### src/otp_turn_pkg.sv
// Constants, field layouts, command codes and carrier types for the
// fuse, turn counter and field status logic.
// Assumes a single 40 MHz clock domain; sensor values arrive on it.
package otp_turn_pkg;

    // Register port and fuse layout
    localparam int          DATA_W      = 48;
    localparam int          ADDR_W      = 5;
    localparam int          WDATA_W     = 16;
    localparam int          FUSE_W      = 46;
    localparam int          CUST_W      = 16;
    localparam int          TRIM_W      = 30;
    localparam int          TRIM_LO     = 16;
    localparam int          RED_LO      = 12;
    localparam int          RED_W       = 4;
    localparam int          SENS_LO     = 9;
    localparam int          SENS_W      = 3;
    localparam logic [3:0]  RED_NONE    = 4'h0;
    localparam logic [3:0]  RED_MAX     = 4'hC;
    localparam logic [5:0]  FUSE_LAST   = 6'h2D;

    // Sensor side widths and limits
    localparam int          AGC_W       = 6;
    localparam int          ANG_W       = 8;
    localparam int          TURN_W      = 8;
    localparam logic [5:0]  AGC_TOP     = 6'h3F;
    localparam logic [7:0]  TURN_RESET  = 8'h00;
    localparam logic [1:0]  QUAD_HIGH   = 2'h3;
    localparam logic [1:0]  QUAD_LOW    = 2'h0;

    // Command numbers, used as register port addresses
    localparam logic [4:0]  CMD_RD_ANGLE  = 5'h00;
    localparam logic [4:0]  CMD_RD_TURNS  = 5'h01;
    localparam logic [4:0]  CMD_RD_ANALOG = 5'h09;
    localparam logic [4:0]  CMD_RD_FUSE   = 5'h0F;
    localparam logic [4:0]  CMD_CONFIG    = 5'h11;
    localparam logic [4:0]  CMD_HYST      = 5'h13;
    localparam logic [4:0]  CMD_BURN      = 5'h19;

    // Bit positions inside written command data
    localparam int          SLEEP_BIT   = 0;
    localparam int          CLEAR_BIT   = 0;

    // Analog readout sequencer
    typedef enum logic [1:0]
    {
        MODE_IDLE   = 2'b01,
        MODE_ANALOG = 2'b10
    } mode_e;

    // Values from the tracking converter and gain loop
    typedef struct packed
    {
        logic               lock;
        logic [AGC_W-1:0]   agc;
        logic [ANG_W-1:0]   angle;
    } sensor_s;

    // Complete block state
    typedef struct packed
    {
        mode_e              mode;
        logic [TURN_W-1:0]  turns;
        logic [CUST_W-1:0]  fuse_cust;
        logic               sleep;
        logic               clear_armed;
        logic [5:0]         bit_idx;
        logic               pin_level;
        logic               pin_oe_n;
        logic               low_field;
        logic [SENS_W-1:0]  gain;
        logic [DATA_W-1:0]  rdata;
        logic               sclk_meta;
        logic               sclk_sync;
        logic               sclk_prev;
        logic [ANG_W-1:0]   angle_prev;
    } state_s;

endpackage

### src/otp_turn_counter_status.sv
// Fuse programming and verification, multi-turn counter, lock flag and
// field strength indicators of the angle sensor's digital core.
// Assumes decoded serial commands on a plain register port, sensor
// values on clock_i and a raw serial clock pin from the host.
//
// Function
// Fuse bits 16 to 45 are factory trim, never changed by burning.
// Host supplies the burn pattern through command 25.
// Command 0FH returns the fuse register in the burn layout.
// Command 09H drives the program pin, one fuse bit per serial clock.
// Redundancy replaces one customer bit, forcing it to one only.
// Field 15:12: 0 none, 1..12 bits 0..11, 13..15 none.
// An eight-bit revolution counter tracks full magnet turns.
// Each angle zero crossing steps the counter up or down.
// Any reset leaves the revolution counter at zero.
// Count is two's complement, +127 to -128, all ones is -1.
// Clockwise rising angle counts up, counter-clockwise counts down.
// Clear bit of command 19 zeroes counter on the rising serial edge.
// Crossings after that clearing edge still change the counter.
// Lock reads one when converter locked and angle valid, else zero.
// Host trusts angle only with lock and gain strictly inside range.
// Low-field pin high while gain below 3FH, low at 3FH.
// Angle read carries the six-bit gain value.
// Gain rises with weak field, falls with strong field.
// Fuse sensitivity field maps directly onto three-bit gain setting.
// Integrator sets sensitivity so gain sits near 32.
// Host stores nominal gain and flags a push on departure.
// Customer burn touches fuse bits 0 to 15 only.
// In low power mode both angle and turn reads show lock zero.
// Clear bit of the hysteresis command sets the counter to zero.
// Counter wraps modulo 256 in both directions.
`timescale 1ns/1ps

module otp_turn_counter_status
#(
    // Factory trim content; value is arbitrary
    parameter logic [29:0] FACTORY_TRIM = 30'h0000_0000
)
(
    input  wire logic                          clock_i,
    input  wire logic                          resetn_i,
    input  wire logic [otp_turn_pkg::ADDR_W-1:0]  addr_i,
    input  wire logic [otp_turn_pkg::WDATA_W-1:0] wr_data_i,
    input  wire logic                          wr_i,
    input  wire logic                          rd_i,
    input  wire otp_turn_pkg::sensor_s         sensor_i,
    input  wire logic                          serial_clock_pin_i,
    input  wire logic                          fuse_program_pin_i,
    output logic [otp_turn_pkg::DATA_W-1:0]    rd_data_o,
    output logic                               fuse_program_pin_o,
    output logic                               fuse_program_pin_oe_n_o,
    output logic                               low_field_flag_pin_o,
    output logic [otp_turn_pkg::SENS_W-1:0]    gain_setting_o
);

    // Redundancy remap; a bad fuse can only be overridden to one
    // Codes above the last replaceable bit decode as no replacement, so a
    // half-programmed field never forces a bit of the field itself
    function automatic logic [15:0] apply_redundancy
    (
        input logic [15:0] raw
    );
        logic [15:0] fixed;
        logic [3:0]  sel;
        fixed = raw;
        sel   = raw[otp_turn_pkg::RED_LO +: otp_turn_pkg::RED_W];
        // Field decode
        if (sel != otp_turn_pkg::RED_NONE && sel <= otp_turn_pkg::RED_MAX)
        begin
            // Force to one
            fixed[sel - 4'h1] = 1'b1;
        end
        return fixed;
    endfunction

    // Status word: flag, gain, payload, even parity
    // Shared by angle and turn reads so both keep one bit layout
    function automatic logic [15:0] status_word
    (
        input logic       lock,
        input logic [5:0] agc,
        input logic [7:0] payload
    );
        logic [14:0] body;
        body = {lock, agc, payload};
        return {body, ^body};
    endfunction

    otp_turn_pkg::state_s state_reg;
    otp_turn_pkg::state_s state_next;

    logic [otp_turn_pkg::FUSE_W-1:0] fuse_raw;
    logic [otp_turn_pkg::FUSE_W-1:0] fuse_eff;
    logic                            sclk_rise;
    logic                            lock_seen;
    logic                            cross_up;
    logic                            cross_down;

    // Trim bits come from a constant, never from the burn path
    assign fuse_raw = {FACTORY_TRIM, state_reg.fuse_cust};
    assign fuse_eff = {FACTORY_TRIM, apply_redundancy(state_reg.fuse_cust)};

    // Rising edge of the synchronised serial clock
    // Only the second stage feeds the detector; the first may still be
    // settling. Costs three clock cycles of latency per serial edge,
    // well inside the slow serial clock period.
    assign sclk_rise = state_reg.sclk_sync & ~state_reg.sclk_prev;

    // Lock reported as delivered; forced low in sleep
    assign lock_seen = sensor_i.lock & ~state_reg.sleep;

    // Wrap through zero upward means clockwise
    assign cross_up   = state_reg.angle_prev[7:6] == otp_turn_pkg::QUAD_HIGH
                     && sensor_i.angle[7:6] == otp_turn_pkg::QUAD_LOW;
    assign cross_down = state_reg.angle_prev[7:6] == otp_turn_pkg::QUAD_LOW
                     && sensor_i.angle[7:6] == otp_turn_pkg::QUAD_HIGH;

    // Next-state logic for the whole block
    always_comb
    begin
        state_next = state_reg;

        // Two stages before the pin is looked at; meta feeds sync only
        state_next.sclk_meta  = serial_clock_pin_i;
        state_next.sclk_sync  = state_reg.sclk_meta;
        state_next.sclk_prev  = state_reg.sclk_sync;
        state_next.angle_prev = sensor_i.angle;

        // Read data stands for exactly one cycle
        state_next.rdata = '0;
        if (rd_i)
        begin
            case (addr_i)
                otp_turn_pkg::CMD_RD_ANGLE:
                begin
                    // Gain travels with the angle
                    state_next.rdata = {32'h0000_0000,
                        status_word(lock_seen, sensor_i.agc,
                                    sensor_i.angle)};
                end
                otp_turn_pkg::CMD_RD_TURNS:
                begin
                    // Count returned as raw two's complement
                    state_next.rdata = {32'h0000_0000,
                        status_word(lock_seen, sensor_i.agc,
                                    state_reg.turns)};
                end
                otp_turn_pkg::CMD_RD_FUSE:
                begin
                    // Same layout as the burn pattern
                    state_next.rdata = {2'b00, fuse_eff};
                end
                default:
                begin
                    state_next.rdata = '0;
                end
            endcase
        end

        // Decoded command writes
        if (wr_i)
        begin
            case (addr_i)
                otp_turn_pkg::CMD_BURN:
                begin
                    // Only customer bits; fuses only blow to one
                    state_next.fuse_cust = state_reg.fuse_cust | wr_data_i;
                end
                otp_turn_pkg::CMD_CONFIG:
                begin
                    state_next.sleep = wr_data_i[otp_turn_pkg::SLEEP_BIT];
                end
                otp_turn_pkg::CMD_HYST:
                begin
                    // Clear request waits for its serial edge
                    if (wr_data_i[otp_turn_pkg::CLEAR_BIT])
                    begin
                        state_next.clear_armed = 1'b1;
                    end
                end
                default:
                begin
                    state_next.clear_armed = state_reg.clear_armed;
                end
            endcase
        end

        // Clear lands on the rising serial edge of the bit
        // A fresh arm written in the consuming cycle survives (set wins)
        if (state_reg.clear_armed && sclk_rise)
        begin
            state_next.turns       = otp_turn_pkg::TURN_RESET;
            state_next.clear_armed = wr_i
                && addr_i == otp_turn_pkg::CMD_HYST
                && wr_data_i[otp_turn_pkg::CLEAR_BIT];
        end

        // Step on a crossing; also right after a clear
        // Plain eight-bit add wraps modulo 256
        // Limitation: the angle must move less than a quarter turn per
        // clock, or a crossing is missed or counted the wrong way
        if (cross_up)
        begin
            state_next.turns = state_next.turns + 8'h01;
        end
        else if (cross_down)
        begin
            state_next.turns = state_next.turns - 8'h01;
        end

        // Analog readout sequencer; any other strobe ends it early
        // Raw bits are shown, not the remapped ones, so a weak fuse
        // stays visible even when redundancy already covers it
        case (state_reg.mode)
            otp_turn_pkg::MODE_IDLE:
            begin
                state_next.pin_oe_n = 1'b1;
                // Program pin turns into an output
                if (rd_i && addr_i == otp_turn_pkg::CMD_RD_ANALOG)
                begin
                    state_next.mode      = otp_turn_pkg::MODE_ANALOG;
                    state_next.bit_idx   = 6'h00;
                    state_next.pin_level = 1'b0;
                    state_next.pin_oe_n  = 1'b0;
                end
            end
            otp_turn_pkg::MODE_ANALOG:
            begin
                if (wr_i || (rd_i && addr_i != otp_turn_pkg::CMD_RD_ANALOG))
                begin
                    state_next.mode     = otp_turn_pkg::MODE_IDLE;
                    state_next.pin_oe_n = 1'b1;
                end
                else if (sclk_rise)
                begin
                    // Next physical fuse bit per serial clock
                    if (state_reg.bit_idx > otp_turn_pkg::FUSE_LAST)
                    begin
                        state_next.mode      = otp_turn_pkg::MODE_IDLE;
                        state_next.pin_oe_n  = 1'b1;
                        state_next.pin_level = 1'b0;
                    end
                    else
                    begin
                        state_next.pin_level = fuse_raw[state_reg.bit_idx];
                        state_next.bit_idx   = state_reg.bit_idx + 6'h01;
                    end
                end
            end
            default:
            begin
                state_next.mode     = otp_turn_pkg::MODE_IDLE;
                state_next.pin_oe_n = 1'b1;
            end
        endcase

        // Pin drops only when gain saturates at its top
        // Gain loop itself is analog; only its value is seen here
        state_next.low_field = sensor_i.agc != otp_turn_pkg::AGC_TOP;

        // Sensitivity field drives the gain setting directly
        state_next.gain =
            fuse_eff[otp_turn_pkg::SENS_LO +: otp_turn_pkg::SENS_W];
    end

    // State register; reset values are constants only
    // Customer fuses are modelled as volatile flops and clear on reset
    always_ff @(posedge clock_i or negedge resetn_i)
    begin
        if (!resetn_i)
        begin
            state_reg.mode        <= otp_turn_pkg::MODE_IDLE;
            // Counter starts at zero
            state_reg.turns       <= otp_turn_pkg::TURN_RESET;
            state_reg.fuse_cust   <= 16'h0000;
            state_reg.sleep       <= 1'b0;
            state_reg.clear_armed <= 1'b0;
            state_reg.bit_idx     <= 6'h00;
            state_reg.pin_level   <= 1'b0;
            state_reg.pin_oe_n    <= 1'b1;
            state_reg.low_field   <= 1'b1;
            state_reg.gain        <= 3'h0;
            state_reg.rdata       <= '0;
            state_reg.sclk_meta   <= 1'b0;
            state_reg.sclk_sync   <= 1'b0;
            state_reg.sclk_prev   <= 1'b0;
            state_reg.angle_prev  <= 8'h00;
        end
        else
        begin
            state_reg <= state_next;
        end
    end

    // Outputs straight from state flops
    assign rd_data_o               = state_reg.rdata;
    assign fuse_program_pin_o      = state_reg.pin_level;
    assign fuse_program_pin_oe_n_o = state_reg.pin_oe_n;
    assign low_field_flag_pin_o    = state_reg.low_field;
    assign gain_setting_o          = state_reg.gain;

endmodule

### config.mk
export PLATFORM = sky130hd
export DESIGN_NAME = otp_turn_counter_status
export DESIGN_NICKNAME = d
export VERILOG_FILES = /design/src/otp_turn_pkg.sv /design/src/otp_turn_counter_status.sv
export SDC_FILE = /design/constraint.sdc
export NUM_CORES = 1
export LEC_CHECK = 0
export ABC_AREA = 1
export BUFFER_PORTS_ARGS = -buffer_cell sky130_fd_sc_hd__buf_4
export CAP_MARGIN = 20
export CORE_UTILIZATION = 50
export DETAILED_ROUTE_END_ITERATION = 8
export MAX_ROUTING_LAYER = met4
export PLACE_DENSITY = 0.75
export SLEW_MARGIN = 20
export SYNTH_ARGS = -nofsm -noshare
export SYNTH_HDL_FRONTEND = slang
export SYNTH_SLANG_ARGS = --single-unit
### constraint.sdc
create_clock -name clock_i -period 2.5 [get_ports clock_i]
set_input_delay 0.5 -clock clock_i [delete_from_list [all_inputs] [get_ports clock_i]]
set_output_delay 0.5 -clock clock_i [all_outputs]
set_load 0.005 [all_outputs]
Word-level counts from Yosys, hierarchy flattened
Cells that the tools add are included.

Bits in registers: 99. Input port bits: 42. Output and inout port bits: 54. Logic and storage cells: 103.

Add/subtract/negate cells: 4. Order comparisons: 5. Equality and inequality tests: 18. Muxes and demuxes: 28. Bitwise operators: 6. Reductions and logical operators: 27.

Operators by type and width (number): one-hot mux 16 bit (3 select lines) (1); two-way mux 8 bit (5); two-way mux 16 bit (2); OR 16 bit (2); parity 15 bit (2); == test 5 bit (second input constant) (3); one-hot mux 7 bit (2 select lines) (1); == test 5 x 4 -> 1 bit (second input constant) (2); logical AND 1 bit (9); two-way mux 1 bit (9); adder 8 x 1 -> 8 bit (second input constant) (1); two-way mux 2 bit (4); inequality test 2 bit (second input constant) (4); nonzero test 2 bit (4); subtractor 8 x 1 -> 8 bit (second input constant) (1); < comparator 6 x 7 -> 1 bit (second input constant) (1); two-way mux 7 bit (1); adder 6 x 1 -> 6 bit (second input constant) (1); binary-select mux 1 bit (select 6 bit) (1); == test 2 bit (second input constant) (3); greater-than comparator 6 bit (second input constant) (1); two-way mux 6 bit (1); inequality test 3 bit (second input constant) (2); inequality test 6 bit (second input constant) (1); other kinds (20) (26).

Longest topological paths before layout
Gate-level depths: netlist of run 1.

Depth in word-level cells: 9. Mapped depth: 13. Gate-level depth less buffers: 13.

Least setup slack after synthesis of run 1
OpenSTA, ideal clock, no wires.

Kind: flip-flop to flip-flop. Start point: register state_reg[65] in the netlist's numbering. End point: register state_reg[67] in the netlist's numbering. Library setup time: 0.065 ns. Arrival time: 1.568 ns. Data required time: 2.435 ns. Setup slack: 0.867 ns. Cell stages (with the launch flop): 13. Path buffers: 2. Clock period less this slack: 1.633 ns. Cells stage by stage: dfrtp_1 buf_2 inv_1 ha_1 nor2_1 nand2_2 a21oi_2 o21ai_1 and2_4 buf_6 nand2_4 nand2_1 nand2_1.

Longest elaborated chain between the ends: 5. Elaborated cells between the ends (all ways): 8. Those cells by class: add/sub (1); order compare (1); eq/ne (1); mux (4); reduce/logical (1).

Ends and longest elaborated chain: from (decl) (line otp_turn_counter_status.sv:89) `otp_turn_pkg::state_s state_reg;`; from (signal assigned) (line otp_turn_counter_status.sv:291) `state_reg <= state_next;`; adder 6 x 1 -> 6 bit (line otp_turn_counter_status.sv:246) `state_next.bit_idx = state_reg.bit_idx + 6'h01;`; two-way mux 6 bit (line otp_turn_counter_status.sv:237) `if (state_reg.bit_idx > otp_turn_pkg::FUSE_LAST)`; two-way mux 8 bit (line otp_turn_counter_status.sv:234) `else if (sclk_rise)`; two-way mux 7 bit (line otp_turn_counter_status.sv:229) `if (wr_i || (rd_i && addr_i != otp_turn_pkg::CMD_RD_ANALOG))`; one-hot mux 7 bit (2 select lines) (line otp_turn_counter_status.sv:214) `case (state_reg.mode)`.

Parallel ways exist; a longest one is shown, timed or not. The select of a mux whose other input is x is not followed. A chain may end at the register's enable or synchronous reset.

==> reports/metrics.cfg, run 1 <==
[route]
vias=3406
drcViolationCount=0
avgViaCountPerCell=4.958
firstDrtPassIters=4
drt-initial-drc-count=198
wire_per_inst_um=12.19
postRouteAntennaNets=0
wl_um=8375

[run_status]
status=finished clean

[sta]
period_share=0.7298
rsz0062_at_grt=false
slew_violations=0
slew_headroom=0.4911
setup_viol=0
hold-worst-slack_ns=0.2302
fin_setup_tns_ns=0
hold_violations=0
timing.final.crit_period_ns=1.825
tightest_slew_ns=0.7633
fmax_mhz=548.1
fin_skew_ns=0.005327

[worst_setup_path]
ff2ff_setup_slack_ns=0.68
rr_startpoint=state_next[8]$_DFF_PN0_
critPathArrivalTime_ns=2.04
worst_setup_path_end_kind=flip-flop
critPathKind=flip-flop to flip-flop
endpoint=state_reg[95]$_DFF_PN0_
crit_start=state_next[8]$_DFF_PN0_
critPathMaxFanout=14
reg2regPathDepth=10
required_ns=2.72
start_kind=flip-flop
reg2reg_to=state_reg[95]$_DFF_PN0_

[floorplan]
die_y_um=90.76
dieArea_um2=8236
ios=96
die_width_um=90.76
rows=31
core_area_um2=7447
start_util=0.5289

[synthesis]
async_reset_ff_frac=1.000
ys_seq_area_frac=0.3885
synth_commonest_cells=nand2_1, inv_1, dfrtp_1
synthCells=539
ys_ff_latch=61
syn_area_um2=3939
synth_edf_count=0
syn_area_per_cell_um2=7.308
ys.warnings.count=0
yosysTopAreaCellShare=0.3685
synth_area_leaders=dfrtp_1, nand2_1, buf_4, inv_1, nand3_1
yosysUniqueCellTypes=38
yosys.area.top_type=dfrtp_1
ys.flop_type=dfrtp_1
synthMostInstantiatedCell=nand2_1

[clock_tree]
post_cts_buffers=0
htreeDepth=3
clkTransAtPathRegs_ns=0.07
clk_latency_ns=0.33
cts_tree=yes
cts_buffers=9
holdBufCountCts=0
cts_resized=0
cts_max_path_buffers=2
cts_root_buf=clkbuf_8
cts.sinks=61

[layout]
area_delta_synth_final_pct=11.75
final_nets=636
drive_gt1_frac=0.1650
fin_util=0.5911
fill_cells=711
largest_register_ffs=21
design_area_um2=4402
antennaDiodeCount=0

[place]
port_buffers=62
gp_congestion=0.8890
place_area_um2=4224
dp_hpwl_um=6442

[grt]
grt_max_degree=62
grt_pass1_vias=3133
overflow=0
grt.total_usage=0.2231
antenna_found_initial=0
grt_pass1_wl_um=14120

[hold_path]
hp-class=input port to async pin

[job]
max_cap_violations=0

[power]
ir_drop_mv=0.3349
leakage_nw=2.421
powerDensity_nw_per_um2=610.7

[cell usage in the layout (no fill, tap or decap), drive strengths merged, types with 5 or more instances in the layout]
cell,synthesis,routed
nand3,47,47
buf,59,64
ha,10,10
nand4,6,6
o21ai,20,20
nor2,45,45
dfrtp,58,58
clkbuf,2,14
a21oi,19,19
conb,1,32
a221oi,5,5
nand2,161,161
xnor2,5,5
inv,76,76
xor2,6,6
[report_power, final]
| group | internal [W] | switching [W] |
|---|---|---|
| Combinational | 0.000271 | 0.000437 |
| Sequential | 0.00107 | 0.000115 |
| Clock | 0.000435 | 0.000364 |
| Total | 0.00177 | 0.000915 |
[critical path, cell delays in order (launching register included)]
cell and delay (ns):
dfrtp_1 0.37, inv_1 0.07, nor2_2 0.05, nand2_2 0.20, nand2_1 0.15, inv_1 0.10
ha_1 0.15, nand2_1 0.07, o22ai_1 0.25, nand3_1 0.13, xor2_1 0.16
[worst min-delay path by stage]
| stage | to | start | slack (ns) | cells after the start |
|---|---|---|---|---|
| floorplan | fuse_program_pin_o$_DFFE_PN0P_ | resetn_i | 0.20 | 0 |
| CTS | fuse_raw[10]$_DFFE_PN0P_ | resetn_i | 0.26 | 1 |
| finish | fuse_raw[10]$_DFFE_PN0P_ | resetn_i | 0.23 | 1 |
| detailed placement | state_next[8]$_DFF_PN0_ | state_next[9]$_DFF_PN0_ | 0.34 | 0 |
| global route | state_next[9]$_DFF_PN0_ | serial_clock_pin_i | 0.26 | 1 |
| global placement | state_next[8]$_DFF_PN0_ | state_next[9]$_DFF_PN0_ | 0.33 | 0 |
[layer usage]
| layer | GRT usage | part of all wire | routed length, um | vias to the layer above |
|---|---|---|---|---|
| met3 | 0.04040 | 0.066 | 555 | 13 |
| li1 | - | - | - | 1695 |
| met5 | - | 0 | 0 | - |
| met1 | 0.2784 | 0.44 | 3661 | 1561 |
| met2 | 0.3630 | 0.48 | 4031 | 137 |
| met4 | 0.07796 | 0.015 | 126 | 0 |
[kinds of logic after synthesis]
group,synth area share
flops,0.3885
simple gates,0.2856
compound gates,0.08355
other cells,0.0009521
buf+inv,0.1852
xor+xnor,0.02446
fa+ha+maj,0.03177
[area by class of cell]
class / count / area [um^2] / area share
multi-input combinational: 371 / 1795 / 0.4079
sequential: 61 / 1530 / 0.3476
timing repair buffer: 64 / 480.5 / 0.1092
inverter: 77 / 294.0 / 0.06680
clock buffer: 14 / 172.7 / 0.03923
tap: 99 / 123.9 / 0.02814
clock inverter: 1 / 5.005 / 0.001137
[per-stage QoR]
stage / power [W] / setup WS (ns) / std cells
finish: 0.002688 / 0.6754 / 687
global route: 0.002883 / 0.4636 / 687
CTS: 0.002699 / 0.6811 / 687
detailed placement: 0.001899 / 0.5452 / 672
global placement: 0.001868 / 0.6048 / 672
floorplan: 0.001723 / 0.8671 / 570
No activity file was read; power rests on OpenSTA's default activity.
==> run 2: changes to the inputs <==
- ABC_AREA: 1 -> 0
- PLACE_DENSITY: 0.75 -> 0.76
- clock period: 2.5 -> 1.85 ns (I/O delays scaled with it)
==> reports/metrics.cfg, run 2 <==
[sta]
fmax_mhz=549.5  ; +0.26%
tightest_slew_ns=0.5657  ; -0.1977 ns
hold_violations=0  ; unchanged
period_share=0.9837  ; +0.2539
fin_skew_ns=0.005767  ; +0.0004400 ns
rsz0062_at_grt=true
timing.final.crit_period_ns=1.820  ; -0.004714 ns
hold-worst-slack_ns=0.1273  ; -0.1029 ns
slew_headroom=0.6200  ; +0.1289
slew_violations=0  ; unchanged
setup_viol=0  ; unchanged

[route]
top_layer_used=met4
wire_per_inst_um=15.02  ; +23%
drcViolationCount=0  ; unchanged
wl_met2_um=3816  ; -5.3%
wl_met3_um=449  ; -19%
wl_um=7960  ; -5.0%
avgViaCountPerCell=5.308  ; +7.1%
postRouteAntennaNets=0  ; unchanged
drt-initial-drc-count=194  ; -2.0%
firstDrtPassIters=4  ; unchanged
wl_met1_um=3459  ; -5.5%
vias=2813  ; -17%

[synthesis]
syn_area_um2=3652  ; -7.3%
yosysUniqueCellTypes=56  ; +47%
ys_ff_latch=61  ; unchanged
async_reset_ff_frac=1.000  ; unchanged
synth_adder_area_share=0.03426  ; +0.002492
ys_seq_area_frac=0.4190  ; +0.03048
synth_top_family_by_area=compound AO/OA/AOI/OAI gates
ys.warnings.count=0  ; unchanged
synth-simple-area-share=0.1490  ; -0.1366
synth_area_leaders=dfrtp_1, buf_4, a21o_1, ha_1, xnor2_1
synthCells=353  ; -35%
synth_commonest_cells=dfrtp_1, buf_4, nor2_1
synthMostInstantiatedCell=dfrtp_1
synth_edf_count=0  ; unchanged
synthMuxAreaShare=0.05070  ; +0.05070
synth_compound_area_frac=0.1542  ; +0.07062
ys.flop_type=dfrtp_1
syn_area_per_cell_um2=10.35  ; +42%
yosys.area.top_type=dfrtp_1
synth_xor_area_frac=0.05687  ; +0.03241
yosysTopAreaCellShare=0.3974  ; +0.02891

[worst_setup_path]
reg2reg_to=fuse_program_pin_o$_DFFE_PN0P_
reg2regPathDepth=3  ; -7
critPathKind=flip-flop to flip-flop
critPathMaxFanout=5  ; -9
critPathArrivalTime_ns=2.06  ; +0.02 ns
start_kind=flip-flop
rr_startpoint=state_reg[67]$_DFFE_PN0P_
worst_setup_path_end_kind=flip-flop
required_ns=2.09  ; -0.63 ns
ff2ff_setup_slack_ns=0.03  ; -0.65 ns

[hold_path]
min_from=serial_clock_pin_i
hp-class=input port to flip-flop
hold_path_depth=1
min_to=state_next[9]$_DFF_PN0_

[grt]
overflow=0  ; unchanged
grt.total_usage=0.2321  ; +0.009041
antenna_found_initial=0  ; unchanged
grt_max_degree=39  ; -37%
grt_pass1_wl_um=12670  ; -10%
grt_pass1_vias=2663  ; -15%

[layout]
fill_cells=553  ; -22%
final_cell_mix=buf_4, dfrtp_1, conb_1, nor2_1, a21o_1
drive_gt1_frac=0.3295  ; +0.1645
area_delta_synth_final_pct=22.27
regArea_um2=1531  ; about the same
final_nets=481  ; -24%
final_common_cell=buf_4
fin_util=0.6466  ; +0.05550
multiInputGateArea_um2=1782  ; -0.77%
antennaDiodeCount=0  ; unchanged
final_cells=530  ; -23%
largest_register_ffs=21  ; unchanged

[floorplan]
die_y_um=87.47  ; -3.6%
start_util=0.5288  ; about the same
dieArea_um2=7650  ; -7.1%
core_area_um2=6907  ; -7.3%
rows=30  ; -3.2%
die_width_um=87.47  ; -3.6%
ios=96  ; unchanged

[clock_tree]
cts.sinks=61  ; unchanged
cts_max_path_buffers=2  ; unchanged
clkTransAtPathRegs_ns=0.07  ; about the same
htreeDepth=3  ; unchanged
cts_buffers=9  ; unchanged
clk_latency_ns=0.34  ; about the same
cts_root_buf=clkbuf_8
cts_tree=yes

[place]
dp_cells=511  ; -24%
gp_congestion=0.8702  ; -2.1%
port_buffers=62  ; unchanged
dp_hpwl_um=5961  ; -7.5%

[power]
power_w=0.004456  ; +66%
leakage_nw=2.154  ; -11%
ir_drop_mv=0.4291  ; +28%
powerDensity_nw_per_um2=997.9  ; +63%

[job]
max_cap_violations=0  ; unchanged

[run_status]
status=finished clean

-- run 2: cell types whose count changed after synthesis, sizes merged, moves of 7 or more --
cell and delta:
nand2 -143, inv -65, nand3 -37, nor2 -19, a21o +18, o21ai -12, nor2b +11, a21oi -8
xnor2 +8, clkbuf +7
-- run 2: worst max-delay path, stage by stage, from the launching register on --
cell     delay (ns)
dfrtp_2        0.45
mux4_2         0.53
mux4_2         0.50
a32o_1         0.23
-- run 2: stage by stage --
step,setup TNS (ns),setup slack (ns),area [um^2]
6_report,0,0.03009,4466
3_3_place_gp,-0.1511,-0.1027,4183
2_1_floorplan,0,0.009165,3784
5_1_grt,-0.04594,-0.01837,4466
3_5_place_dp,-0.2063,-0.1388,4183
4_1_cts,-0.01441,-0.01441,4428
-- run 2: how the worst max path moves through the flow --
stage | endpoint | cells past startpoint | start | slack (ns)
after floorplan | state_reg[95]$_DFF_PN0_ | 8 | state_reg[8]$_DFF_PN0_ | 0.009
after global placement | rd_data_o[0]$_DFF_PN0_ | 7 | sensor_i[10] | -0.10
after detailed placement | rd_data_o[0]$_DFF_PN0_ | 7 | sensor_i[10] | -0.14
after CTS | fuse_program_pin_o$_DFFE_PN0P_ | 3 | state_reg[67]$_DFFE_PN0P_ | -0.01
after global routing | state_reg[67]$_DFFE_PN0P_ | 7 | state_reg[66]$_DFFE_PN0P_ | -0.02
final | fuse_program_pin_o$_DFFE_PN0P_ | 3 | state_reg[67]$_DFFE_PN0P_ | 0.03
-- run 2: area by class of cell --
type,count,area share
repair buffers,100,0.1715
well taps,96,0.02690
multi-input cells,246,0.3990
clock inverters,4,0.01569
clock buffers,12,0.03474
inverters,11,0.009246
flip-flops and latches,61,0.3430
-- run 2: power by group --
| group | switching [W] | internal, W | total, W |
|---|---|---|---|
| clock network | 0.000520 | 0.000828 | 0.00135 |
| logic | 0.000611 | 0.000795 | 0.00141 |
| registers | 0.000190 | 0.00151 | 0.00170 |
-- run 2: per-layer routing --
metal | up-vias | track usage
li1 | 1314 | -
met1 | 1346 | 0.2851
met2 | 134 | 0.3629
met3 | 19 | 0.04550
met4 | 0 | 0.1222
met5 | - | -
-- run 2: kinds of logic (layout without fill, tap and decap cells) --
| kind of cell | after synthesis | in the layout |
|---|---|---|
| buf+inv | 77 | 127 |
| mux | 11 | 11 |
| fa+ha+maj | 10 | 10 |
| simple gates | 97 | 97 |
| flops | 61 | 61 |
| xor+xnor | 19 | 19 |
| other cells | 1 | 32 |
| compound gates | 77 | 77 |
-- run 2: timing repair --
action                                  in CTS  in global routing
endpoints found under the hold margin       22                  0
hold buffers                                 1                  0
buffers inserted                             1                  1
resized for setup                            3                 11
pin swaps                                    1                  4
endpoints found under the setup margin       3                 11
